## src/pkg/lcm_defs.svh

```systemverilog
// constants for the ladder counter, modes 2 to 6
// assumes one scan clock and apb register access
//
// Function
// - mode 2: up stops at 999999, down stops at 0
// - mode 2: init at power-up and run/stop
// - mode 2 init: 0 counting up, else preset
// - mode 3: up stops at preset, down at 0
// - mode 3: run power loss value restored
// - mode 3: keep flag holds across run/stop
// - mode 4: up passes preset, down halts 0
// - mode 4: retains on run power loss, keep flag
// - mode 5: coil on at nonzero preset reached
// - mode 5: counts past preset, power loss clears
// - mode 5: reset input holds value at 0
// - mode 5: run/stop change forces 0
// - mode 6: coil on at nonzero preset reached
// - mode 6: reset clears to zero except during power loss, power-up or run/stop change
// - mode 6: run power loss value restored
// - mode 6: keep flag holds across run/stop
// - direction low counts up, high down
// - reset input clears, release resumes counting
// - current and preset span 0 to 999999
`ifndef LCM_DEFS_SVH
`define LCM_DEFS_SVH
// =====================================================
// register map
`define LCM_ADDR_CTRL 8'h00
`define LCM_ADDR_PRESET 8'h04
`define LCM_ADDR_CURRENT 8'h08
`define LCM_ADDR_STATUS 8'h0C
// =====================================================
// fields and values
`define LCM_MAX_COUNT 20'hF423F
`define LCM_MODE_2 3'h2
`define LCM_MODE_3 3'h3
`define LCM_MODE_4 3'h4
`define LCM_MODE_5 3'h5
`define LCM_MODE_6 3'h6
`define LCM_RST_MODE 3'h2
`define LCM_RST_PRESET 20'h00000
`define LCM_ZERO 20'h00000
`define LCM_ONE 20'h00001
// control word fields: keep flag bit, top bit of the mode field
`define LCM_KEEP_BIT 3
`define LCM_MODE_MSB 2
`endif

```

## src/pkg/lcm_pkg.sv

```systemverilog
// types shared by the ladder counter
// assumes lcm_defs.svh supplies the numbers
package lcm_pkg;
    // =====================================================
    // rung inputs from the ladder program, sampled each scan
    typedef struct packed
    {
        logic pulse; // count pulse
        logic dir; // high counts down
        logic clr; // reset input
    } lcm_rung_t;
    // software control bits
    typedef struct packed
    {
        logic keep; // keep value across run/stop
        logic [2:0] mode; // counting mode 2..6
    } lcm_ctrl_t;
endpackage

```

## src/logic/lcm_counter.sv

```systemverilog
// general purpose ladder counter, modes 2 to 6, apb slave
// assumes rung inputs, run state and power flag sync to clk
`timescale 1ns/1ps
`include "lcm_defs.svh"
module lcm_counter #(
    parameter int CNT_W = 20
) (
    input wire logic clk,
    input wire logic rst_n,
    input wire logic psel,
    input wire logic penable,
    input wire logic pwrite,
    input wire logic [7:0] paddr,
    input wire logic [31:0] pwdata,
    output logic [31:0] prdata,
    output logic pready,
    output logic pslverr,
    input wire lcm_pkg::lcm_rung_t rung,
    input wire logic run_mode,
    input wire logic power_lost,
    output logic counter_status_coil,
    output logic [CNT_W-1:0] count_value
);
    import lcm_pkg::*;

    // =====================================================
    // state
    lcm_ctrl_t ctrl_q; // mode and keep flag
    logic [CNT_W-1:0] preset_q; // preset value
    logic [CNT_W-1:0] cur_q; // current value
    logic [CNT_W-1:0] cur_d;
    logic [CNT_W-1:0] saved_q; // value kept through power loss
    logic saved_vld_q; // saved value is valid
    logic pulse_prev_q; // last pulse level
    logic run_prev_q; // last run level
    logic pwr_prev_q; // last power-lost level
    logic coil_q;
    logic pready_q;
    logic pslverr_q;
    logic [31:0] prdata_q;

    // =====================================================
    // event decode
    logic pulse_rise; // rising edge of count pulse
    logic run_chg; // run/stop transition
    logic pwr_fall; // power going away
    logic pwr_up; // power coming back
    logic retentive; // mode keeps value on power loss
    logic apb_wr; // write completes this edge
    logic addr_ok; // address is mapped

    assign pulse_rise = rung.pulse & ~pulse_prev_q;
    assign run_chg = run_mode ^ run_prev_q;
    assign pwr_fall = power_lost & ~pwr_prev_q;
    assign pwr_up = ~power_lost & pwr_prev_q;
    assign retentive = (ctrl_q.mode == `LCM_MODE_3) || (ctrl_q.mode == `LCM_MODE_4)
        || (ctrl_q.mode == `LCM_MODE_6);
    assign apb_wr = psel & penable & pwrite & pready_q;
    assign addr_ok = (paddr == `LCM_ADDR_CTRL) || (paddr == `LCM_ADDR_PRESET)
        || (paddr == `LCM_ADDR_CURRENT) || (paddr == `LCM_ADDR_STATUS);

    // =====================================================
    // functions
    // value loaded at power-up or run/stop change
    function automatic logic [CNT_W-1:0] init_val(
        input logic [2:0] mode,
        input logic down,
        input logic [CNT_W-1:0] pre
    );
        logic [CNT_W-1:0] v;
        v = CNT_W'(`LCM_ZERO);
        if (mode != `LCM_MODE_5 && mode != `LCM_MODE_6 && down)
        begin
            v = pre;
        end
        return v;
    endfunction

    // coil decision from a value
    function automatic logic coil_of(
        input logic [2:0] mode,
        input logic [CNT_W-1:0] v,
        input logic [CNT_W-1:0] pre
    );
        logic c;
        c = (v >= pre);
        if (mode == `LCM_MODE_5 || mode == `LCM_MODE_6)
        begin
            c = c && (pre != CNT_W'(`LCM_ZERO));
        end
        return c;
    endfunction

    // =====================================================
    // next current value, highest priority first
    always_comb
    begin
        cur_d = cur_q;
        if (power_lost)
        begin
            if (pwr_fall && ctrl_q.mode == `LCM_MODE_5)
            begin
                cur_d = CNT_W'(`LCM_ZERO);
            end
        end
        else if (pwr_up)
        begin
            if (retentive && saved_vld_q)
            begin
                cur_d = saved_q;
            end
            else
            begin
                cur_d = init_val(ctrl_q.mode, rung.dir, preset_q);
            end
        end
        else if (run_chg)
        begin
            if (retentive && ctrl_q.keep)
            begin
                cur_d = cur_q;
            end
            else
            begin
                cur_d = init_val(ctrl_q.mode, rung.dir, preset_q);
            end
        end
        else if (rung.clr)
        begin
            cur_d = CNT_W'(`LCM_ZERO);
        end
        else if (pulse_rise)
        begin
            if (!rung.dir)
            begin
                if (ctrl_q.mode == `LCM_MODE_3 && cur_q >= preset_q)
                begin
                    cur_d = cur_q;
                end
                else if (cur_q < CNT_W'(`LCM_MAX_COUNT))
                begin
                    cur_d = cur_q + CNT_W'(`LCM_ONE);
                end
            end
            else if (cur_q != CNT_W'(`LCM_ZERO))
            begin
                cur_d = cur_q - CNT_W'(`LCM_ONE);
            end
        end
    end

    // =====================================================
    // current value and coil registers
    always_ff @(posedge clk)
    begin
        if (!rst_n)
        begin
            cur_q <= CNT_W'(`LCM_ZERO);
            coil_q <= 1'b0;
        end
        else
        begin
            cur_q <= cur_d;
            coil_q <= coil_of(ctrl_q.mode, cur_d, preset_q);
        end
    end

    // =====================================================
    // edge history of pulse, run and power
    always_ff @(posedge clk)
    begin
        if (!rst_n)
        begin
            pulse_prev_q <= 1'b0;
            run_prev_q <= 1'b0;
            pwr_prev_q <= 1'b0;
        end
        else
        begin
            pulse_prev_q <= rung.pulse;
            run_prev_q <= run_mode;
            pwr_prev_q <= power_lost;
        end
    end

    // =====================================================
    // retained copy: taken at every power fall, valid only in run and a retentive mode
    always_ff @(posedge clk)
    begin
        if (!rst_n)
        begin
            saved_q <= CNT_W'(`LCM_ZERO);
            saved_vld_q <= 1'b0;
        end
        else if (pwr_fall)
        begin
            saved_q <= cur_q;
            saved_vld_q <= run_mode && retentive;
        end
        // consumed at power-up; a stop-state loss inits since its fall leaves the copy invalid
        else if (pwr_up)
        begin
            saved_vld_q <= 1'b0;
        end
    end

    // =====================================================
    // control registers written by software
    always_ff @(posedge clk)
    begin
        if (!rst_n)
        begin
            ctrl_q.mode <= `LCM_RST_MODE;
            ctrl_q.keep <= 1'b0;
            preset_q <= CNT_W'(`LCM_RST_PRESET);
        end
        else if (apb_wr && paddr == `LCM_ADDR_CTRL)
        begin
            ctrl_q.keep <= pwdata[`LCM_KEEP_BIT];
            // unsupported modes are ignored, old mode stays
            if (pwdata[`LCM_MODE_MSB:0] >= `LCM_MODE_2 && pwdata[`LCM_MODE_MSB:0] <= `LCM_MODE_6)
            begin
                ctrl_q.mode <= pwdata[`LCM_MODE_MSB:0];
            end
        end
        else if (apb_wr && paddr == `LCM_ADDR_PRESET)
        begin
            if (pwdata[CNT_W-1:0] > CNT_W'(`LCM_MAX_COUNT))
            begin
                preset_q <= CNT_W'(`LCM_MAX_COUNT);
            end
            else
            begin
                preset_q <= pwdata[CNT_W-1:0];
            end
        end
    end

    // =====================================================
    // apb answer: one wait state, data registered
    always_ff @(posedge clk)
    begin
        if (!rst_n)
        begin
            pready_q <= 1'b0;
            pslverr_q <= 1'b0;
            prdata_q <= 32'h00000000;
        end
        else
        begin
            pready_q <= psel & penable & ~pready_q;
            pslverr_q <= psel & penable & ~pready_q & ~addr_ok;
            prdata_q <= 32'h00000000;
            if (psel && penable && !pready_q && !pwrite)
            begin
                case (paddr)
                    `LCM_ADDR_CTRL: prdata_q <= {28'h0000000, ctrl_q.keep, ctrl_q.mode};
                    `LCM_ADDR_PRESET: prdata_q <= 32'(preset_q);
                    `LCM_ADDR_CURRENT: prdata_q <= 32'(cur_q);
                    `LCM_ADDR_STATUS: prdata_q <= {29'h00000000, saved_vld_q, run_mode, coil_q};
                    default: prdata_q <= 32'h00000000;
                endcase
            end
        end
    end

    assign prdata = prdata_q;
    assign pready = pready_q;
    assign pslverr = pslverr_q;
    assign counter_status_coil = coil_q;
    assign count_value = cur_q;
    // =====================================================
    // checks
    property p_clr_zero;
        @(posedge clk) disable iff (!rst_n)
        (rung.clr && !power_lost && !pwr_up && !run_chg) |=> (cur_q == CNT_W'(`LCM_ZERO));
    endproperty
    a_clr_zero: assert property (p_clr_zero) else $error("reset input did not clear");
    property p_down_floor;
        @(posedge clk) disable iff (!rst_n)
        (cur_q == CNT_W'(`LCM_ZERO) && !pwr_up && !run_chg && rung.dir) |=> (cur_q == CNT_W'(`LCM_ZERO));
    endproperty
    a_down_floor: assert property (p_down_floor) else $error("count went below zero");
    property p_mode3_cap;
        @(posedge clk) disable iff (!rst_n)
        (ctrl_q.mode == `LCM_MODE_3 && cur_q >= preset_q && !pwr_up && !run_chg)
            |=> (cur_q <= $past(cur_q));
    endproperty
    a_mode3_cap: assert property (p_mode3_cap) else $error("mode 3 passed preset");
    property p_up_step;
        @(posedge clk) disable iff (!rst_n)
        (pulse_rise && !rung.dir && !rung.clr && !power_lost && !pwr_up && !run_chg
            && ctrl_q.mode != `LCM_MODE_3 && cur_q < CNT_W'(`LCM_MAX_COUNT))
            |=> (cur_q == $past(cur_q) + CNT_W'(`LCM_ONE));
    endproperty
    a_up_step: assert property (p_up_step) else $error("up count step wrong");
    property p_mode5_run;
        @(posedge clk) disable iff (!rst_n)
        (ctrl_q.mode == `LCM_MODE_5 && run_chg && !power_lost && !pwr_up)
            |=> (cur_q == CNT_W'(`LCM_ZERO));
    endproperty
    a_mode5_run: assert property (p_mode5_run) else $error("mode 5 run change not zero");
    property p_keep;
        @(posedge clk) disable iff (!rst_n)
        (retentive && ctrl_q.keep && run_chg && !power_lost && !pwr_up) |=> $stable(cur_q);
    endproperty
    a_keep: assert property (p_keep) else $error("keep flag lost value");
    property p_restore;
        @(posedge clk) disable iff (!rst_n)
        (pwr_up && retentive && saved_vld_q) |=> (cur_q == $past(saved_q));
    endproperty
    a_restore: assert property (p_restore) else $error("value not restored");
    property p_coil_nz;
        @(posedge clk) disable iff (!rst_n)
        (ctrl_q.mode == `LCM_MODE_5 && preset_q == CNT_W'(`LCM_ZERO) && $stable(preset_q)
            && $stable(ctrl_q)) |=> !counter_status_coil;
    endproperty
    a_coil_nz: assert property (p_coil_nz) else $error("coil on with zero preset");
    property p_range;
        @(posedge clk) disable iff (!rst_n)
        (cur_q <= CNT_W'(`LCM_MAX_COUNT)) && (preset_q <= CNT_W'(`LCM_MAX_COUNT));
    endproperty
    a_range: assert property (p_range) else $error("value out of range");
endmodule

```

## config.mk

```make
export PLATFORM = sky130hd
export DESIGN_NAME = lcm_counter
export DESIGN_NICKNAME = d
export VERILOG_FILES = /design/src/pkg/lcm_pkg.sv /design/src/logic/lcm_counter.sv
export VERILOG_INCLUDE_DIRS = /design/src /design/src/pkg
export SDC_FILE = /design/constraint.sdc
export NUM_CORES = 1
export LEC_CHECK = 0
export ABC_CLOCK_PERIOD_IN_PS = 6450
export BUFFER_PORTS_ARGS = -buffer_cell sky130_fd_sc_hd__buf_2
export CAP_MARGIN = 20
export CORE_AREA = 2 2 135 137
export CTS_BUF_LIST = sky130_fd_sc_hd__clkbuf_16
export CTS_CLUSTER_SIZE = 40
export DETAILED_ROUTE_END_ITERATION = 8
export DIE_AREA = 0 0 137 139
export GPL_ROUTABILITY_DRIVEN = 0
export HOLD_SLACK_MARGIN = 0.08
export PLACE_DENSITY_LB_ADDON = 0.15
export SYNTH_ARGS = -nofsm -noshare
export SYNTH_HDL_FRONTEND = slang
export SYNTH_SLANG_ARGS = --single-unit
```

## constraint.sdc

```tcl
create_clock -name clk -period 6.45 [get_ports clk]
set_input_delay 0.9675 -clock clk [delete_from_list [all_inputs] [get_ports clk]]
set_output_delay 0.9675 -clock clk [all_outputs]
set_load 0.01 [all_outputs]
```

# Word level (Yosys, flattened, before mapping)
# Index checks and enable logic that the tools add are counted.
# op_classes
n_reduce_logical,29
add_sub_neg,2
n_eq_ne,9
magnitude_cmp,6
bitwise,15
n_mux,18
# ops
cell,count
2-to-1 mux 20 bit,14
case mux 20 bit (4 select lines),1
>= comparator 20 bit,2
nonzero test 20 bit,2
adder 20 x 1 -> 20 bit (second input constant),1
> comparator 20 bit (second input constant),1
less-than comparator 20 bit (second input constant),1
subtractor 20 x 1 -> 20 bit (second input constant),1
== test 8 x 4 -> 1 bit (second input constant),2
logical AND 1 bit,14
== test 3 bit (second input constant),3
AND 1 bit,8
== test 8 x 3 -> 1 bit (second input constant),1
logical NOT 8 bit,1
logical OR 1 bit,6
inequality test 3 bit (second input constant),2
NOT 1 bit,6
AND reduction 2 bit,3
== test 3 x 2 -> 1 bit (second input constant),1
>= comparator 3 x 2 -> 1 bit (second input constant),1
less-or-equal comparator 3 bit (second input constant),1
2-to-1 mux 1 bit,3
logical NOT 1 bit,2
nonzero test 2 bit,1
bitwise XOR 1 bit,1
# word_totals
in_bits,50
register_bits,103
word_cells,92
out_inout_bits,55

# Logic depth before layout (Yosys ltp)
# depth
ltp_word,12
ltp_mapped,19
depth_no_buf,18

# Worst setup path after synthesis
# Ideal clock, no wire load.
# synth_timing
kind,register to register
start,reg cur_q[0] (netlist: count_value[0])
end,reg coil_q (netlist: counter_status_coil)
path_buffers,1
path_stages_with_launch,20
setup_time_ns,0.124
arrival_time_ns,3.722
required_ns,6.326
synth_period_minus_slack_ns,3.847
path_slack_ns,2.603
cell_sequence,dfxtp_1 > clkbuf_1 > inv_1 > ha_1 > nor2b_1 > o21ai_0 > a41oi_1 > nor3_2 > o31ai_2 > a311o_2 > a32oi_1 > ha_1 > nand2b_1 > a21oi_1 > nor2b_1 > o21ai_0 > a21oi_1 > o211ai_1 > a21o_1 > a21oi_1
# synth_via
elab_chain_len,12
elab_cells_between_ends,20
classes_between,2 x add/sub; 3 x order compare; 12 x mux; 3 x reduce/logical
# synth_rtl
item,line,rtl
start: declaration,lcm_counter.sv:30,logic [CNT_W-1:0] cur_q;
start signal: assignment,lcm_counter.sv:158,cur_q <= CNT_W'(`LCM_ZERO);
start signal: assignment,lcm_counter.sv:163,cur_q <= cur_d;
adder 20 x 1 -> 20 bit (tied with other cells),lcm_counter.sv:142,cur_d = cur_q + CNT_W'(`LCM_ONE);
2-to-1 mux 20 bit or logical AND 1 bit (tied branches),"lcm_counter.sv:140, lcm_counter.sv:136",
2-to-1 mux 20 bit,lcm_counter.sv:136,if (ctrl_q.mode == `LCM_MODE_3 && cur_q >= preset_q)
2-to-1 mux 20 bit,lcm_counter.sv:134,if (!rung.dir)
2-to-1 mux 20 bit,lcm_counter.sv:132,else if (pulse_rise)
2-to-1 mux 20 bit,lcm_counter.sv:128,else if (rung.clr)
2-to-1 mux 20 bit,lcm_counter.sv:117,else if (run_chg)
2-to-1 mux 20 bit,lcm_counter.sv:106,else if (pwr_up)
2-to-1 mux 20 bit *,lcm_counter.sv:99,if (power_lost)
>= comparator 20 bit *,lcm_counter.sv:86,c = (v >= pre);
logical AND 1 bit,lcm_counter.sv:89,c = c && (pre != CNT_W'(`LCM_ZERO));
2-to-1 mux 1 bit *,lcm_counter.sv:87,if (mode == `LCM_MODE_5 || mode == `LCM_MODE_6)
end signal: assignment,lcm_counter.sv:164,"coil_q <= coil_of(ctrl_q.mode, cur_d, preset_q);"
end: declaration,lcm_counter.sv:37,logic coil_q;
# Every way passes the cells marked *; elsewhere a longest branch is shown, timed or not.
# A chain may end at the register's enable or synchronous reset.

# Final worst setup path
# layout_timing
start,reg cur_q[0] (netlist: count_value[0])
end,reg coil_q (netlist: counter_status_coil)
# layout_via
elab_chain_len,12
elab_cells_between_ends,20
classes_between,2 x add/sub; 3 x order compare; 12 x mux; 3 x reduce/logical
# layout_rtl
item,line,rtl
adder 20 x 1 -> 20 bit (tied with other cells),lcm_counter.sv:142,
2-to-1 mux 20 bit or logical AND 1 bit (tied branches),"lcm_counter.sv:140, lcm_counter.sv:136",
2-to-1 mux 20 bit,lcm_counter.sv:136,
2-to-1 mux 20 bit *,lcm_counter.sv:134,
2-to-1 mux 20 bit *,lcm_counter.sv:132,
2-to-1 mux 20 bit *,lcm_counter.sv:128,
2-to-1 mux 20 bit *,lcm_counter.sv:117,
2-to-1 mux 20 bit *,lcm_counter.sv:106,
2-to-1 mux 20 bit *,lcm_counter.sv:99,
via cur_d[11],lcm_counter.sv:31,logic [CNT_W-1:0] cur_d;
>= comparator 20 bit *,lcm_counter.sv:86,
logical AND 1 bit,lcm_counter.sv:89,
2-to-1 mux 1 bit *,lcm_counter.sv:87,
# Mark *: on every way through the listed nets, which the timed path passes. The rest lies on a longest branch.

==> flow_summary.json <==
{
  "drt_wl_total_mm": 24.70,
  "skew_ps": 11.53,
  "min_path_type": "flip-flop to flip-flop",
  "rsz0062_at_grt": "no",
  "setup_ws_ps": 1129,
  "dpl.hpwl_mm": 17.60,
  "die_area_um2": 19040,
  "grt_pass1_vias": 6423,
  "path_class": "flip-flop to flip-flop",
  "setup-tns-final_ps": 0,
  "dp_cells": 1138,
  "synth_warnings": 0,
  "crit_required_ps": 6660,
  "post_cts_buffers": 0,
  "worst_pin_slew_ps": 1051,
  "start_kind": "flip-flop",
  "layoutNonFillerInstCount": 1155,
  "synth.avg_cell_area_um2": 7.778,
  "drtIter0Drc": 804,
  "end_kind": "flip-flop",
  "insertion_delay_ps": 360,
  "row_count": 49,
  "max_freq_mhz": 187.9,
  "fp.dieW_um": 137,
  "crit_path_start": "count_value[0]",
  "cts_max_level": 3,
  "grt_pass1_wl_mm": 38.16,
  "critPathMaxFanout": 12,
  "synth_area_leaders": "dfxtp_1, ha_1, a21oi_1",
  "final_hold_viol_count": 0,
  "drive_gt1_share_pct": 16.95,
  "hold_path_depth": 2,
  "cts_resized": 0,
  "vdd_ir_drop_max_uv": 119.3,
  "wire_per_inst_um": 21.38,
  "cts_sinks": 91,
  "grt_start_max_net_pins": 43,
  "netlist.area_leader.share_pct": 26.98,
  "cts_made_buffers": 9,
  "utilization_pct": 43.05,
  "drc_errors": 0,
  "cts_tree": "built",
  "syn_area_um2": 6751,
  "start_util_pct": 38.24,
  "drtPass1Iterations": 6,
  "vias_per_cell": 6.014,
  "min_period_ps": 5321,
  "grt_overflow": 0,
  "antenna_left": 0,
  "core_region_area_um2": 17660,
  "vias": 6946,
  "num_io_pins": 105,
  "hold_ws_ps": 498.5,
  "synth_top_area_cell": "dfxtp_1",
  "antenna_found_initial": 0,
  "p_leak_nw": 3.041,
  "worst_path_largest_cell_delay_ps": 760,
  "worstPathCellList": "inv_1, ha_1, nor2b_1, o21ai_0, a41oi_1, nor3_2, nor3_1, a31oi_1, mux2_2, nand3_1, ha_1, and4_1, a21oi_1, nand3_1, a221oi_1, a21oi_1",
  "cpMaxStageDelayCell": "nor3_2",
  "finalCritPeriodShare_pct": 82.50,
  "p_per_area_nw_per_um2": 187.6,
  "dieHeight_um": 139,
  "cts_hold_buf": 0,
  "antennaDiodeCount": 0,
  "yosysUniqueCellTypes": 89,
  "clk_path_buf_depth": 2,
  "r2r_setup_slack_ps": 1130,
  "async_flop_share_pct": 0,
  "r2r-start": "count_value[0]",
  "hp-start": "saved_q[3]",
  "finalSetupViolations": 0,
  "path_clk_slew_ps": 70,
  "reg2reg_depth": 16,
  "ys_seq_area_share_pct": 26.98,
  "worst_r2r_endpoint": "counter_status_coil",
  "drv_cap": 0,
  "dp_slack_ps": 1271,
  "ys_ff_latch": 91,
  "min_to": "saved_q[3]",
  "grt_usage_pct": 26.25,
  "syn_to_final_growth_pct": 12.58,
  "syn-instance-count": 868,
  "slew_viol_final": 0,
  "synth_edf_count": 0,
  "final_nets": 1016,
  "outcome": "completed",
  "root_buffer": "clkbuf_16",
  "numPortBuffers": 80,
  "arrival_ps": 5530,
  "relSlewSlack_pct": 29.95,
  "synth_ff_type": "dfxtp_1"
}
==> flip-flops by register name (all words and copies together) (netlist names) <==
register and flops:
counter_status_coil 1, run_prev_q 1, count_value 20, pulse_prev_q 1
saved_q 20, saved_vld_q 1, pslverr 1, pready 1
preset_q 20, ctrl_q 4, pwr_prev_q 1, prdata 20
==> worst max-delay path, delay by kind of cell (launching register included) <==
family / cells / cell delay (ps)
and+or+nand+nor: 6 / 1620
buffers and inverters: 1 / 270
AOI/OAI and AO/OA: 6 / 1740
DFF: 1 / 650
adders and majority gates: 2 / 490
muxes: 1 / 390
==> power breakdown <==
| group | internal (W) | total [W] | switching (W) |
|---|---|---|---|
| combinational | 0.000113 | 0.000310 | 0.000197 |
| clock | 0.000269 | 0.000530 | 0.000261 |
| sequential | 0.000571 | 0.000586 | 0.0000149 |
| total | 0.000953 | 0.00143 | 0.000473 |
==> metrics by stage <==
step                total power [W]  instance area, µm²
floorplan                 0.0008090                6793
global placement          0.0009003                7305
finish                     0.001426                7601
global route               0.001487                7601
detailed placement        0.0009004                7305
CTS                        0.001430                7590
==> cell families (layout without fill, tap and decap cells) <==
kind of cell,Yosys count,in the layout,synth area share (%)
simple gates,343,343,26.43
compound gates,249,249,25.70
buf+inv,106,153,7.079
flops,91,91,26.98
fa+ha+maj,45,45,8.340
mux,30,30,5.022
xor+xnor,3,3,0.3892
other cells,1,12,0.05554
==> layout make-up <==
type	count	area [µm²]
fill	1836	10060
multi-input combinational	682	4503
sequential	91	1822
timing repair buffer	103	576.8
tap	229	286.5
clock buffer	9	225.2
inverter	34	127.6
clock inverter	7	60.06
==> how the worst max path moves through the flow <==
| stage | to | depth (start not counted) | slack (ps) |
|---|---|---|---|
| finish | counter_status_coil | 16 | 1130 |
| global route | counter_status_coil | 16 | 900 |
| CTS | counter_status_coil | 16 | 1240 |
| detailed placement | counter_status_coil | 16 | 1270 |
| global placement | counter_status_coil | 16 | 1270 |
| floorplan | counter_status_coil | 19 | 2600 |
==> cells in the final DEF, fill, tap and decap left out, types with 11 or more instances in the layout <==
master and instances:
dfxtp_1 91, and3_1 13, nor2b_1 11, buf_4 22, inv_1 33, nand2_1 82
buf_2 80, a21o_1 11, a31oi_1 17, nor2_1 89, o21ai_0 29, and2_1 17
nor4_1 17, nand3_1 43, mux2i_1 26, a21oi_1 67, ha_1 45, a22oi_1 29
nand4_1 15, conb_1 12
==> metal layers <==
metal,track usage [%],vias to the layer above,share of wire (%)
met3,5.409,41,7.7
met2,38.39,311,44
met4,8.736,0,2.6
li1,-,3318,-
met5,0,-,0
met1,38.13,3276,46
==> cell usage after synthesis (8+ instances only) <==
cell,instances
a21o_1,11
ha_1,45
a211oi_1,10
inv_1,33
a22oi_1,29
and2_1,17
nand2b_1,8
nand4_1,15
a21oi_1,67
nor4_1,17
buf_4,16
and3_1,13
nand2_1,82
a31oi_1,17
o21ai_0,29
clkbuf_1,43
nor3_1,9
mux2i_1,26
dfxtp_1,91
nor2_1,89
nand3_1,43
nor2b_1,11
Note: power is estimated with default switching activity, not from simulation.
